==> config.mk <==
export PLATFORM = sky130hd
export DESIGN_NAME = pmu_rail_ctrl
export DESIGN_NICKNAME = d
export VERILOG_FILES = /design/src/pkg/pmu_pkg.sv /design/src/hdl/pmu_code_adjust.sv /design/src/hdl/pmu_rail_ctrl.sv /design/src/hdl/pmu_sync.sv
export SDC_FILE = /design/constraint.sdc
export NUM_CORES = 1
export LEC_CHECK = 0
export ABC_CLOCK_PERIOD_IN_PS = 5400
export BUFFER_PORTS_ARGS = -buffer_cell sky130_fd_sc_hd__clkbuf_2
export CAP_MARGIN = 30
export CORE_UTILIZATION = 55
export DETAILED_ROUTE_END_ITERATION = 10
export GPL_TIMING_DRIVEN = 0
export PLACE_DENSITY = 0.77
export REMOVE_ABC_BUFFERS = 1
export SYNTH_ARGS = -nofsm -noshare
export SYNTH_HDL_FRONTEND = slang
export SYNTH_SLANG_ARGS = --single-unit
==> constraint.sdc <==
create_clock -name sys_clk -period 5.4 [get_ports sys_clk]
set_input_delay 0.81 -clock sys_clk [delete_from_list [all_inputs] [get_ports sys_clk]]
set_output_delay 0.81 -clock sys_clk [all_outputs]
set_load 0.05 [all_outputs]
==> src/pkg/pmu_pkg.sv <==
// Purpose: Shared constants for the rail and brownout controller.
// Assumes: APB with 32-bit data, byte addresses, one register per aligned word.
// Notes: Voltages are in millivolts; codes are steps above a base.
package pmu_pkg;
  // Field widths
  localparam int TRG_W = 5;
  localparam int VTH_W = 3;
  localparam int OFS_W = 2;
  localparam int MGN_W = 3;
  localparam int FTT_W = 3;
  localparam int BBL_W = 5;
  localparam int NRAIL = 3;
  // Register byte offsets
  localparam logic [7:0] ADDR_SUPPLY = 8'h00;
  localparam logic [7:0] ADDR_CORE = 8'h10;
  localparam logic [7:0] ADDR_ANALOG = 8'h14;
  localparam logic [7:0] ADDR_IO = 8'h18;
  localparam logic [7:0] ADDR_MEMORY = 8'h20;
  localparam logic [7:0] ADDR_FOURTWO = 8'h24;
  localparam logic [7:0] ADDR_BATTERY = 8'h28;
  localparam logic [7:0] ADDR_SHUTDOWN = 8'h2C;
  localparam logic [7:0] ADDR_STATUS = 8'h30;
  // Supply control fields
  localparam int SUP_CMP_PWR = 0;
  localparam int SUP_VTH_LSB = 1;
  localparam int SUP_DET_METHOD = 4;
  localparam int SUP_RUN_CONV = 5;
  localparam int SUP_BO_SHDN = 6;
  // Rail control fields
  localparam int RAIL_TRG_LSB = 0;
  localparam int RAIL_OFS_LSB = 8;
  localparam int RAIL_MGN_LSB = 12;
  localparam int RAIL_LIN_ON = 16;
  // Memory rail fields
  localparam int MEM_PULLDOWN = 8;
  localparam int MEM_LIN_ON = 9;
  localparam int MEM_ILIMIT = 10;
  // Shutdown register fields
  localparam int SHDN_PD_OFF = 0;
  localparam int SHDN_KEY_LSB = 16;
  // Status fields
  localparam int STA_SUPPLY = 0;
  localparam int STA_CONV = 1;
  localparam int STA_RAIL_BO = 2;
  localparam int STA_BATT_BO = 5;
  // Unlock key, value is arbitrary
  localparam logic [15:0] SHDN_KEY = 16'h5A3C;
  // Offset selector codes
  localparam logic [OFS_W-1:0] OFS_EQUAL = 2'h0;
  localparam logic [OFS_W-1:0] OFS_ABOVE = 2'h1;
  localparam logic [OFS_W-1:0] OFS_BELOW = 2'h2;
  // Four-two rail level codes
  localparam logic [FTT_W-1:0] FTT_4V2 = 3'h0;
  localparam logic [FTT_W-1:0] FTT_4V1 = 3'h1;
  localparam logic [FTT_W-1:0] FTT_4V0 = 3'h2;
  localparam logic [FTT_W-1:0] FTT_3V9 = 3'h3;
  localparam logic [FTT_W-1:0] FTT_BATT = 3'h4;
  // Analog scaling seen by the regulators
  localparam int CORE_BASE_MV = 800;
  localparam int RAIL_STEP_MV = 25;
  localparam int MEM_BASE_MV = 1700;
  localparam int MEM_STEP_MV = 50;
  localparam int BATT_BASE_MV = 2400;
  localparam int BATT_STEP_MV = 40;
  // Reset values
  localparam logic [31:0] RST_ZERO = 32'h0000_0000;
endpackage

==> src/hdl/pmu_code_adjust.sv <==
// Purpose: Linear regulator target code from a rail target and offset.
// Assumes: One code step equals the rail step size.
// Notes: Saturates at the code range ends rather than wrapping.
`timescale 1ns/1ns
`default_nettype none
module pmu_code_adjust
  import pmu_pkg::*;
#(
  parameter int W = TRG_W
) (
  // Code in
  input wire logic [W-1:0] target,
  input wire logic [OFS_W-1:0] offsetSel,
  // Code out
  output logic [W-1:0] linear
);
  wire atMin = (target == '0);
  wire atMax = (target == '1);
  wire [W-1:0] down = atMin ? target : target - W'(1);
  wire [W-1:0] up = atMax ? target : target + W'(1);

  // Unknown selector codes fall back to equal
  assign linear = (offsetSel == OFS_BELOW) ? down :
                  (offsetSel == OFS_ABOVE) ? up : target;
endmodule
`default_nettype wire

==> src/hdl/pmu_rail_ctrl.sv <==
// Purpose: Supply detection, rail targets, memory rail and brownout shutdown.
// Assumes: Comparator and request pins are asynchronous to sys_clk.
// Notes: APB answers with one wait-free access cycle; pready is registered.
//
// The implementer's own choices: the APB interface to the registers and the address map.
`timescale 1ns/1ns
`default_nettype none
module pmu_rail_ctrl
  import pmu_pkg::*;
(
  // Clock and reset
  input wire logic sys_clk,
  input wire logic arst_n,
  // APB slave
  input wire logic psel,
  input wire logic penable,
  input wire logic pwrite,
  input wire logic [7:0] paddr,
  input wire logic [31:0] pwdata,
  output logic [31:0] prdata,
  output logic pready,
  output logic pslverr,
  // Comparators and requests from pins
  input wire logic supplyValidRaw,
  input wire logic supplyAboveIoRaw,
  input wire logic [NRAIL-1:0] railBrownoutRaw,
  input wire logic batteryBrownoutRaw,
  input wire logic hwResetReqRaw,
  // Watchdog, same clock domain
  input wire logic watchdogReset,
  // Supply detection
  output logic supplyCmpPowerUp,
  output logic [VTH_W-1:0] supplyValidThresholdSelect,
  output logic converterOn,
  // Core, analog and io rails
  output logic [NRAIL-1:0] linearRegulatorOn,
  output logic [NRAIL*TRG_W-1:0] railTargetCode,
  output logic [NRAIL*TRG_W-1:0] linearTargetCode,
  output logic [NRAIL*TRG_W-1:0] railBrownoutCode,
  // Memory rail
  output logic [TRG_W-1:0] memoryRailTargetCode,
  output logic memoryRailOn,
  output logic memoryRailPulldown,
  output logic inrushLimiterOn,
  // Four-two rail and battery
  output logic [FTT_W-1:0] fourPointTwoTargetCode,
  output logic [BBL_W-1:0] batteryBrownoutLevel,
  // Power-down and reset requests
  output logic powerDownReq,
  output logic deviceResetReq
);
  // Software-held state
  logic cmpPowerUp;
  logic [VTH_W-1:0] validThresh;
  logic detectMethod;
  logic runWithSupply;
  logic brownoutShutdownEn;
  logic [TRG_W-1:0] railTrg [NRAIL];
  logic [OFS_W-1:0] railOfs [NRAIL];
  logic [MGN_W-1:0] railMgn [NRAIL];
  logic [NRAIL-1:0] railLin;
  logic [TRG_W-1:0] memTrg;
  logic memPulldown;
  logic memLinOn;
  logic memIlimit;
  logic [FTT_W-1:0] fttTrg;
  logic [BBL_W-1:0] battLevel;
  logic powerDownOff;
  // Hardware state
  logic fivePresent;
  logic [NRAIL-1:0] railBoFlag;
  logic battBoFlag;

  // Synchronised pin levels
  // Comparators cross into sys_clk through two flops first
  logic [NRAIL+3:0] syncOut;
  wire validSync = syncOut[0];
  wire aboveIoSync = syncOut[1];
  wire [NRAIL-1:0] railBoSync = syncOut[NRAIL+1:2];
  wire battBoSync = syncOut[NRAIL+2];
  wire hwResetSync = syncOut[NRAIL+3];

  pmu_sync #(.W(NRAIL+4)) u_sync (
    .sys_clk(sys_clk),
    .arst_n(arst_n),
    .async({hwResetReqRaw, batteryBrownoutRaw, railBrownoutRaw, supplyAboveIoRaw, supplyValidRaw}),
    .synced(syncOut)
  );

  // APB decode
  // Only setup is decoded, so every access answers in one cycle
  wire setupPh = psel & ~penable;
  wire accessDone = psel & penable & pready;
  wire wrEn = accessDone & pwrite;
  wire hitSupply = (paddr == ADDR_SUPPLY);
  wire hitMemory = (paddr == ADDR_MEMORY);
  wire hitFourTwo = (paddr == ADDR_FOURTWO);
  wire hitBattery = (paddr == ADDR_BATTERY);
  wire hitShutdown = (paddr == ADDR_SHUTDOWN);
  wire hitStatus = (paddr == ADDR_STATUS);
  wire [NRAIL-1:0] hitRail;
  assign hitRail[0] = (paddr == ADDR_CORE);
  assign hitRail[1] = (paddr == ADDR_ANALOG);
  assign hitRail[2] = (paddr == ADDR_IO);
  wire hitAny = hitSupply | (|hitRail) | hitMemory | hitFourTwo | hitBattery | hitShutdown | hitStatus;
  // A wrong key is dropped silently; a stray word keeps the switch
  wire keyOk = (pwdata[SHDN_KEY_LSB +: 16] == SHDN_KEY);
  wire shutdownWr = wrEn & hitShutdown & keyOk;

  // Supply presence as seen by the converter control
  // An unpowered comparator reads as no supply
  // Keeps the converter running until the comparator is powered, when detectMethod selects it
  wire validSeen = cmpPowerUp & validSync;
  wire next_fivePresent = detectMethod ? validSeen : aboveIoSync;

  // Status clear and set; a set in the clearing cycle survives
  // Sticky, so a short brownout is never missed
  wire statusClr = wrEn & hitStatus;
  wire [NRAIL-1:0] next_railBoFlag =
    (railBoFlag & ~(statusClr ? pwdata[STA_RAIL_BO +: NRAIL] : {NRAIL{1'b0}})) | railBoSync;
  wire next_battBoFlag = (battBoFlag & ~(statusClr & pwdata[STA_BATT_BO])) | battBoSync;

  // Hardware power-down and reset gating
  // Watchdog bypasses the switch so a hung system can be reset
  // Limitation: one enable for all brownouts, no supply masking
  wire anyBrownout = (|railBoSync) | battBoSync;
  wire next_powerDownReq = ~powerDownOff & brownoutShutdownEn & anyBrownout;
  wire next_deviceResetReq = watchdogReset | (~powerDownOff & hwResetSync);

  // Converter yields to a present supply unless told to run
  wire next_converterOn = ~fivePresent | runWithSupply;
  wire [NRAIL-1:0] next_linearRegulatorOn = fivePresent ? (~{NRAIL{runWithSupply}} | railLin) : railLin;

  // Read data
  // Unmapped addresses read as zero
  logic [31:0] rdRail [NRAIL];
  logic [31:0] rdMux;

  always_comb begin
    rdMux = RST_ZERO;
    if (hitSupply) begin
      rdMux[SUP_CMP_PWR] = cmpPowerUp;
      rdMux[SUP_VTH_LSB +: VTH_W] = validThresh;
      rdMux[SUP_DET_METHOD] = detectMethod;
      rdMux[SUP_RUN_CONV] = runWithSupply;
      rdMux[SUP_BO_SHDN] = brownoutShutdownEn;
    end else if (hitRail[0]) begin
      rdMux = rdRail[0];
    end else if (hitRail[1]) begin
      rdMux = rdRail[1];
    end else if (hitRail[2]) begin
      rdMux = rdRail[2];
    end else if (hitMemory) begin
      rdMux[RAIL_TRG_LSB +: TRG_W] = memTrg;
      rdMux[MEM_PULLDOWN] = memPulldown;
      rdMux[MEM_LIN_ON] = memLinOn;
      rdMux[MEM_ILIMIT] = memIlimit;
    end else if (hitFourTwo) begin
      rdMux[FTT_W-1:0] = fttTrg;
    end else if (hitBattery) begin
      rdMux[BBL_W-1:0] = battLevel;
    end else if (hitShutdown) begin
      rdMux[SHDN_PD_OFF] = powerDownOff;
    end else if (hitStatus) begin
      rdMux[STA_SUPPLY] = fivePresent;
      rdMux[STA_CONV] = converterOn;
      rdMux[STA_RAIL_BO +: NRAIL] = railBoFlag;
      rdMux[STA_BATT_BO] = battBoFlag;
    end
  end

  // Bus answer: registered one cycle after setup
  // Read data are zero outside the answer cycle
  always_ff @(posedge sys_clk or negedge arst_n) begin
    if (!arst_n) begin
      pready <= 1'b0;
      pslverr <= 1'b0;
      prdata <= RST_ZERO;
    end else begin
      pready <= setupPh;
      pslverr <= setupPh & ~hitAny;
      prdata <= (setupPh & ~pwrite) ? rdMux : RST_ZERO;
    end
  end

  // Supply control register
  // Method and run bit act through the hardware state below
  always_ff @(posedge sys_clk or negedge arst_n) begin
    if (!arst_n) begin
      cmpPowerUp <= 1'b0;
      validThresh <= '0;
      detectMethod <= 1'b0;
      runWithSupply <= 1'b0;
      brownoutShutdownEn <= 1'b0;
    end else if (wrEn && hitSupply) begin
      cmpPowerUp <= pwdata[SUP_CMP_PWR];
      validThresh <= pwdata[SUP_VTH_LSB +: VTH_W];
      detectMethod <= pwdata[SUP_DET_METHOD];
      runWithSupply <= pwdata[SUP_RUN_CONV];
      brownoutShutdownEn <= pwdata[SUP_BO_SHDN];
    end
  end

  // Core, analog and io rails
  genvar r;
  generate
    for (r = 0; r < NRAIL; r++) begin : g_rail
      logic [TRG_W-1:0] linCode;
      // A margin above the target floors the threshold at code zero
      wire marginFits = (railTrg[r] >= TRG_W'(railMgn[r]));
      wire [TRG_W-1:0] boCode = marginFits ? railTrg[r] - TRG_W'(railMgn[r]) : '0;

      pmu_code_adjust #(.W(TRG_W)) u_adj (
        .target(railTrg[r]),
        .offsetSel(railOfs[r]),
        .linear(linCode)
      );

      always_comb begin
        rdRail[r] = RST_ZERO;
        rdRail[r][RAIL_TRG_LSB +: TRG_W] = railTrg[r];
        rdRail[r][RAIL_OFS_LSB +: OFS_W] = railOfs[r];
        rdRail[r][RAIL_MGN_LSB +: MGN_W] = railMgn[r];
        rdRail[r][RAIL_LIN_ON] = railLin[r];
      end

      always_ff @(posedge sys_clk or negedge arst_n) begin
        if (!arst_n) begin
          railTrg[r] <= '0;
          railOfs[r] <= OFS_EQUAL;
          railMgn[r] <= '0;
          railLin[r] <= 1'b0;
        end else if (wrEn && hitRail[r]) begin
          railTrg[r] <= pwdata[RAIL_TRG_LSB +: TRG_W];
          railOfs[r] <= pwdata[RAIL_OFS_LSB +: OFS_W];
          railMgn[r] <= pwdata[RAIL_MGN_LSB +: MGN_W];
          railLin[r] <= pwdata[RAIL_LIN_ON];
        end
      end

      // Regulator drive; the converter code is the bare target
      always_ff @(posedge sys_clk or negedge arst_n) begin
        if (!arst_n) begin
          railTargetCode[r*TRG_W +: TRG_W] <= '0;
          linearTargetCode[r*TRG_W +: TRG_W] <= '0;
          railBrownoutCode[r*TRG_W +: TRG_W] <= '0;
          linearRegulatorOn[r] <= 1'b0;
        end else begin
          railTargetCode[r*TRG_W +: TRG_W] <= railTrg[r];
          linearTargetCode[r*TRG_W +: TRG_W] <= linCode;
          railBrownoutCode[r*TRG_W +: TRG_W] <= boCode;
          linearRegulatorOn[r] <= next_linearRegulatorOn[r];
        end
      end
    end
  endgenerate

  // Memory rail; the bring-up order and ramp wait are left to software
  // Limiter resets on, so an early enable still ramps limited
  always_ff @(posedge sys_clk or negedge arst_n) begin
    if (!arst_n) begin
      memTrg <= '0;
      memPulldown <= 1'b0;
      memLinOn <= 1'b0;
      memIlimit <= 1'b1;
    end else if (wrEn && hitMemory) begin
      memTrg <= pwdata[RAIL_TRG_LSB +: TRG_W];
      memPulldown <= pwdata[MEM_PULLDOWN];
      memLinOn <= pwdata[MEM_LIN_ON];
      memIlimit <= pwdata[MEM_ILIMIT];
    end
  end

  // Four-two rail and battery brownout level
  // Codes above battery-matching are stored; software avoids them
  always_ff @(posedge sys_clk or negedge arst_n) begin
    if (!arst_n) begin
      fttTrg <= FTT_4V2;
      battLevel <= '0;
    end else begin
      if (wrEn && hitFourTwo) begin
        fttTrg <= pwdata[FTT_W-1:0];
      end
      if (wrEn && hitBattery) begin
        battLevel <= pwdata[BBL_W-1:0];
      end
    end
  end

  // Key-protected master switch
  // Only bit zero is kept; the key is never stored
  always_ff @(posedge sys_clk or negedge arst_n) begin
    if (!arst_n) begin
      powerDownOff <= 1'b0;
    end else if (shutdownWr) begin
      powerDownOff <= pwdata[SHDN_PD_OFF];
    end
  end

  // Hardware-set state
  always_ff @(posedge sys_clk or negedge arst_n) begin
    if (!arst_n) begin
      fivePresent <= 1'b0;
      railBoFlag <= '0;
      battBoFlag <= 1'b0;
      powerDownReq <= 1'b0;
      deviceResetReq <= 1'b0;
    end else begin
      fivePresent <= next_fivePresent;
      railBoFlag <= next_railBoFlag;
      battBoFlag <= next_battBoFlag;
      powerDownReq <= next_powerDownReq;
      deviceResetReq <= next_deviceResetReq;
    end
  end

  // Control outputs
  // Converter resets on: with no supply known it is the only source
  always_ff @(posedge sys_clk or negedge arst_n) begin
    if (!arst_n) begin
      supplyCmpPowerUp <= 1'b0;
      supplyValidThresholdSelect <= '0;
      converterOn <= 1'b1;
      memoryRailTargetCode <= '0;
      memoryRailOn <= 1'b0;
      memoryRailPulldown <= 1'b0;
      inrushLimiterOn <= 1'b1;
      fourPointTwoTargetCode <= FTT_4V2;
      batteryBrownoutLevel <= '0;
    end else begin
      supplyCmpPowerUp <= cmpPowerUp;
      supplyValidThresholdSelect <= validThresh;
      converterOn <= next_converterOn;
      memoryRailTargetCode <= memTrg;
      memoryRailOn <= memLinOn;
      memoryRailPulldown <= memPulldown;
      inrushLimiterOn <= memIlimit;
      fourPointTwoTargetCode <= fttTrg;
      batteryBrownoutLevel <= battLevel;
    end
  end
endmodule
`default_nettype wire

==> src/hdl/pmu_sync.sv <==
// Purpose: Two-stage synchroniser for asynchronous comparator levels.
// Assumes: Inputs are slow levels; no pulse shorter than two clocks matters.
// Notes: The first stage is read only by the second.
`timescale 1ns/1ns
`default_nettype none
module pmu_sync #(
  parameter int W = 1
) (
  // Clock and reset
  input wire logic sys_clk,
  input wire logic arst_n,
  // Levels
  input wire logic [W-1:0] async,
  output logic [W-1:0] synced
);
  logic [W-1:0] meta;

  always_ff @(posedge sys_clk or negedge arst_n) begin
    if (!arst_n) begin
      meta <= '0;
      synced <= '0;
    end else begin
      meta <= async;
      synced <= meta;
    end
  end
endmodule
`default_nettype wire

==> metrics <==
yosys warns=0; Worst Path Required=5.70 ns; Final period util=0.5399; Residual DRC=0; Hold Crit Class=reg2reg; vias in the first global route=5,097; DRT Wirelength=16.86 mm; wire length on met2=8.568 mm; Peak supply drop=0.2468 mV; vias per cell=5.714; layout cell share with drive strength beyond 1=0.3064; number of max-cap violations=0; status=complete, no violations; CP Class=in2reg; GRT overflow=0; CP Cell Sequence=clkbuf_2 > nand2b_1 > nor3_2 > nand2_1 > nor2_1 > buf_4 > mux2_2; Worst Hold Slack=0.3496 ns; Worst Path Arrival=3.22 ns; GPL Wtd Cong=0.9349; Initial DRT Pass Iterations=5; CP max stage delay=0.52 ns; core footprint=0.01262 sq mm; GRT Total Usage=0.2675; CP top delay family=simple AND/OR/NAND/NOR gates; dominant cell type by area after synthesis=dfrtp_1; CTS tree=done; Horiz. Die Dim=116.0 um; HPWL Detailed=12.14 mm; crit path time final=2.915 ns; CTS resizes=0; met3 WL=933 um; Top FF cell, synth=dfrtp_1; area added between synthesis and finish=19.36%; Mapped Area=0.007143 sq mm; fin cells=926; CTS Hold Buffers Added=0; count leader, synth=dfrtp_1; initial core utilization=0.5660; vias post-DR=5,291; Routed WL per cell=18.21 um; number of CTS-inserted buffers=17; Nets=812; top-level port count=158; uppermost layer routed=met4; Leak Pwr=4.267 nW; setup violators final=0; CP Buf/Inv Count=2; sum of negative setup slack=0 ns; worst reg2reg path depth=6; clk sinks=163; clock-pin slew on the worst setup and hold paths=0.06 ns; Finished Core Util=0.6756; Max H-tree Level=4; Die Ht=116.0 um; crit start category=primary input; Post-synth top cells=dfrtp_1 (160), mux2_2 (55), nand2_1 (45); fmax=0.3430 GHz; post-CTS setup buffers=0; cells after synthesis=606; crit end category=register; DIE AREA=0.01345 sq mm; initial antenna violation count=0; n_diodes=0; antenna-violating nets left=0; Post-synth EDFFs=0; first-pass GRT wire length=26.46 mm; Port Buffers=136; Initial DRC Count=339; pwr/cell area=305.4 mW/mm^2; Worst Max-Slew Pin Slew=1.014 ns; Max Root-Sink Buffers=2; sequential area share after synthesis=0.5716; slowest CP cell=nor2_1; wl on met1=7.046 mm; dpl cells=893; Syn Area/Cell=11.79 sq um; synth top area cells=dfrtp_1 (56%), mux2_2 (8.7%), ha_1 (2.6%), nand2_1 (2.4%), o21ai_0 (2.3%); Fin. Hold Viols=0; share of the synthesized area in the top cell type=0.5605; max_slew headroom=0.3205; critical path depth=7; # rows=41; Netlist cell types=62; Worst-Skew Late Latency=0.42 ns; largest net degree at the start of global routing=88; Slew Limit Fails=0; critical path fanouts, max=13; RSZ-0062 raised after global routing=no; Post-synth ARST share=1.000; Yosys reg bits=163; Worst Clk Skew=0.006764 ns; hold depth=0; Clock Tree Root=clkbuf_16
-- logic make-up after synthesis --
logic type | share of synthesized area
buffers and inverters | 0.04484
and+or+nand+nor | 0.1251
DFF | 0.5716
adders and majority gates | 0.03468
muxes | 0.09511
AOI/OAI and AO/OA | 0.1135
other | 0.0005250
xor gates and xnor gates | 0.01471
-- per-layer routing --
layer | up-vias | track usage
met4 | 0 | 0.09231
met2 | 210 | 0.4484
met3 | 26 | 0.06747
li1 | 2412 | -
met1 | 2643 | 0.3388
met5 | - | 0
-- cells in the final DEF, fill, tap and decap left out, types with 4 or more instances in the layout --
cell and n:
nand4_1 8, clkbuf_2 135, nand3_1 11, o21ai_0 33
o22ai_1 6, a41oi_1 4, a211oi_1 4, dfrtp_1 160
a21o_1 8, conb_1 18, nor2b_1 11, nor3_1 8
nand2_1 45, nor2_1 35, xnor2_1 9, clkbuf_1 4
mux2i_1 6, clkbuf_16 17, and3_1 7, a31oi_1 10
a21oi_1 19, nand2b_1 12, mux2_2 55, clkinvlp_4 4
a22o_1 8, ha_1 15, a22oi_1 8, inv_1 26
-- power breakdown --
part	switching (W)	internal, W	leakage (nW)
clock	0.000452	0.000749	0.279
sequential	0.00000798	0.00124	2.16
combinational	0.000122	0.0000363	1.83
total	0.000582	0.00202	4.27
-- final cells by class --
cell class                      instances  area, sq um
Fill cell                             957         4094
Multi-Input combinational cell        394         2804
Tap cell                              172        215.2
Timing Repair Buffer                  138        724.4
Clock inverter                          9        130.1
Clock buffer                           23        467.9
Inverter                               27        101.3
Sequential cell                       163         4083
-- flip-flops by register name (all words and copies together) (netlist names), 5 cells and up --
name,cells
railTrg,15
railMgn,9
prdata,14
u_sync.meta,7
linearTargetCode,15
memTrg,5
battLevel,5
memoryRailTargetCode,5
u_sync.synced,7
railBrownoutCode,15
railTargetCode,15
railOfs,6
batteryBrownoutLevel,5
-- worst paths after layout --
kind	startpoint	to	slack, ns
max	paddr[2]	railLin[2]	2.48
min	u_sync.meta[1]	u_sync.synced[1]	0.35
max reg2reg	railTrg[0]	railBrownoutCode[12]	2.99
min reg2reg	u_sync.meta[1]	u_sync.synced[1]	0.35
max in group asynchronous	arst_n	railTargetCode[13]	4.20
min in group asynchronous	arst_n	railTargetCode[8]	0.39
-- per-stage QoR --
stage          instance area [sq um]  setup slack [ns]  total power [W]
2_1_floorplan                   6988             2.911         0.001345
3_3_place_gp                    7884            0.9877         0.001418
3_5_place_dp                    7920             1.892         0.001425
4_1_cts                         8518             2.323         0.002623
5_1_grt                         8526             2.312         0.002696
6_report                        8526             2.485         0.002604
No activity file was read; power rests on OpenSTA's default activity.
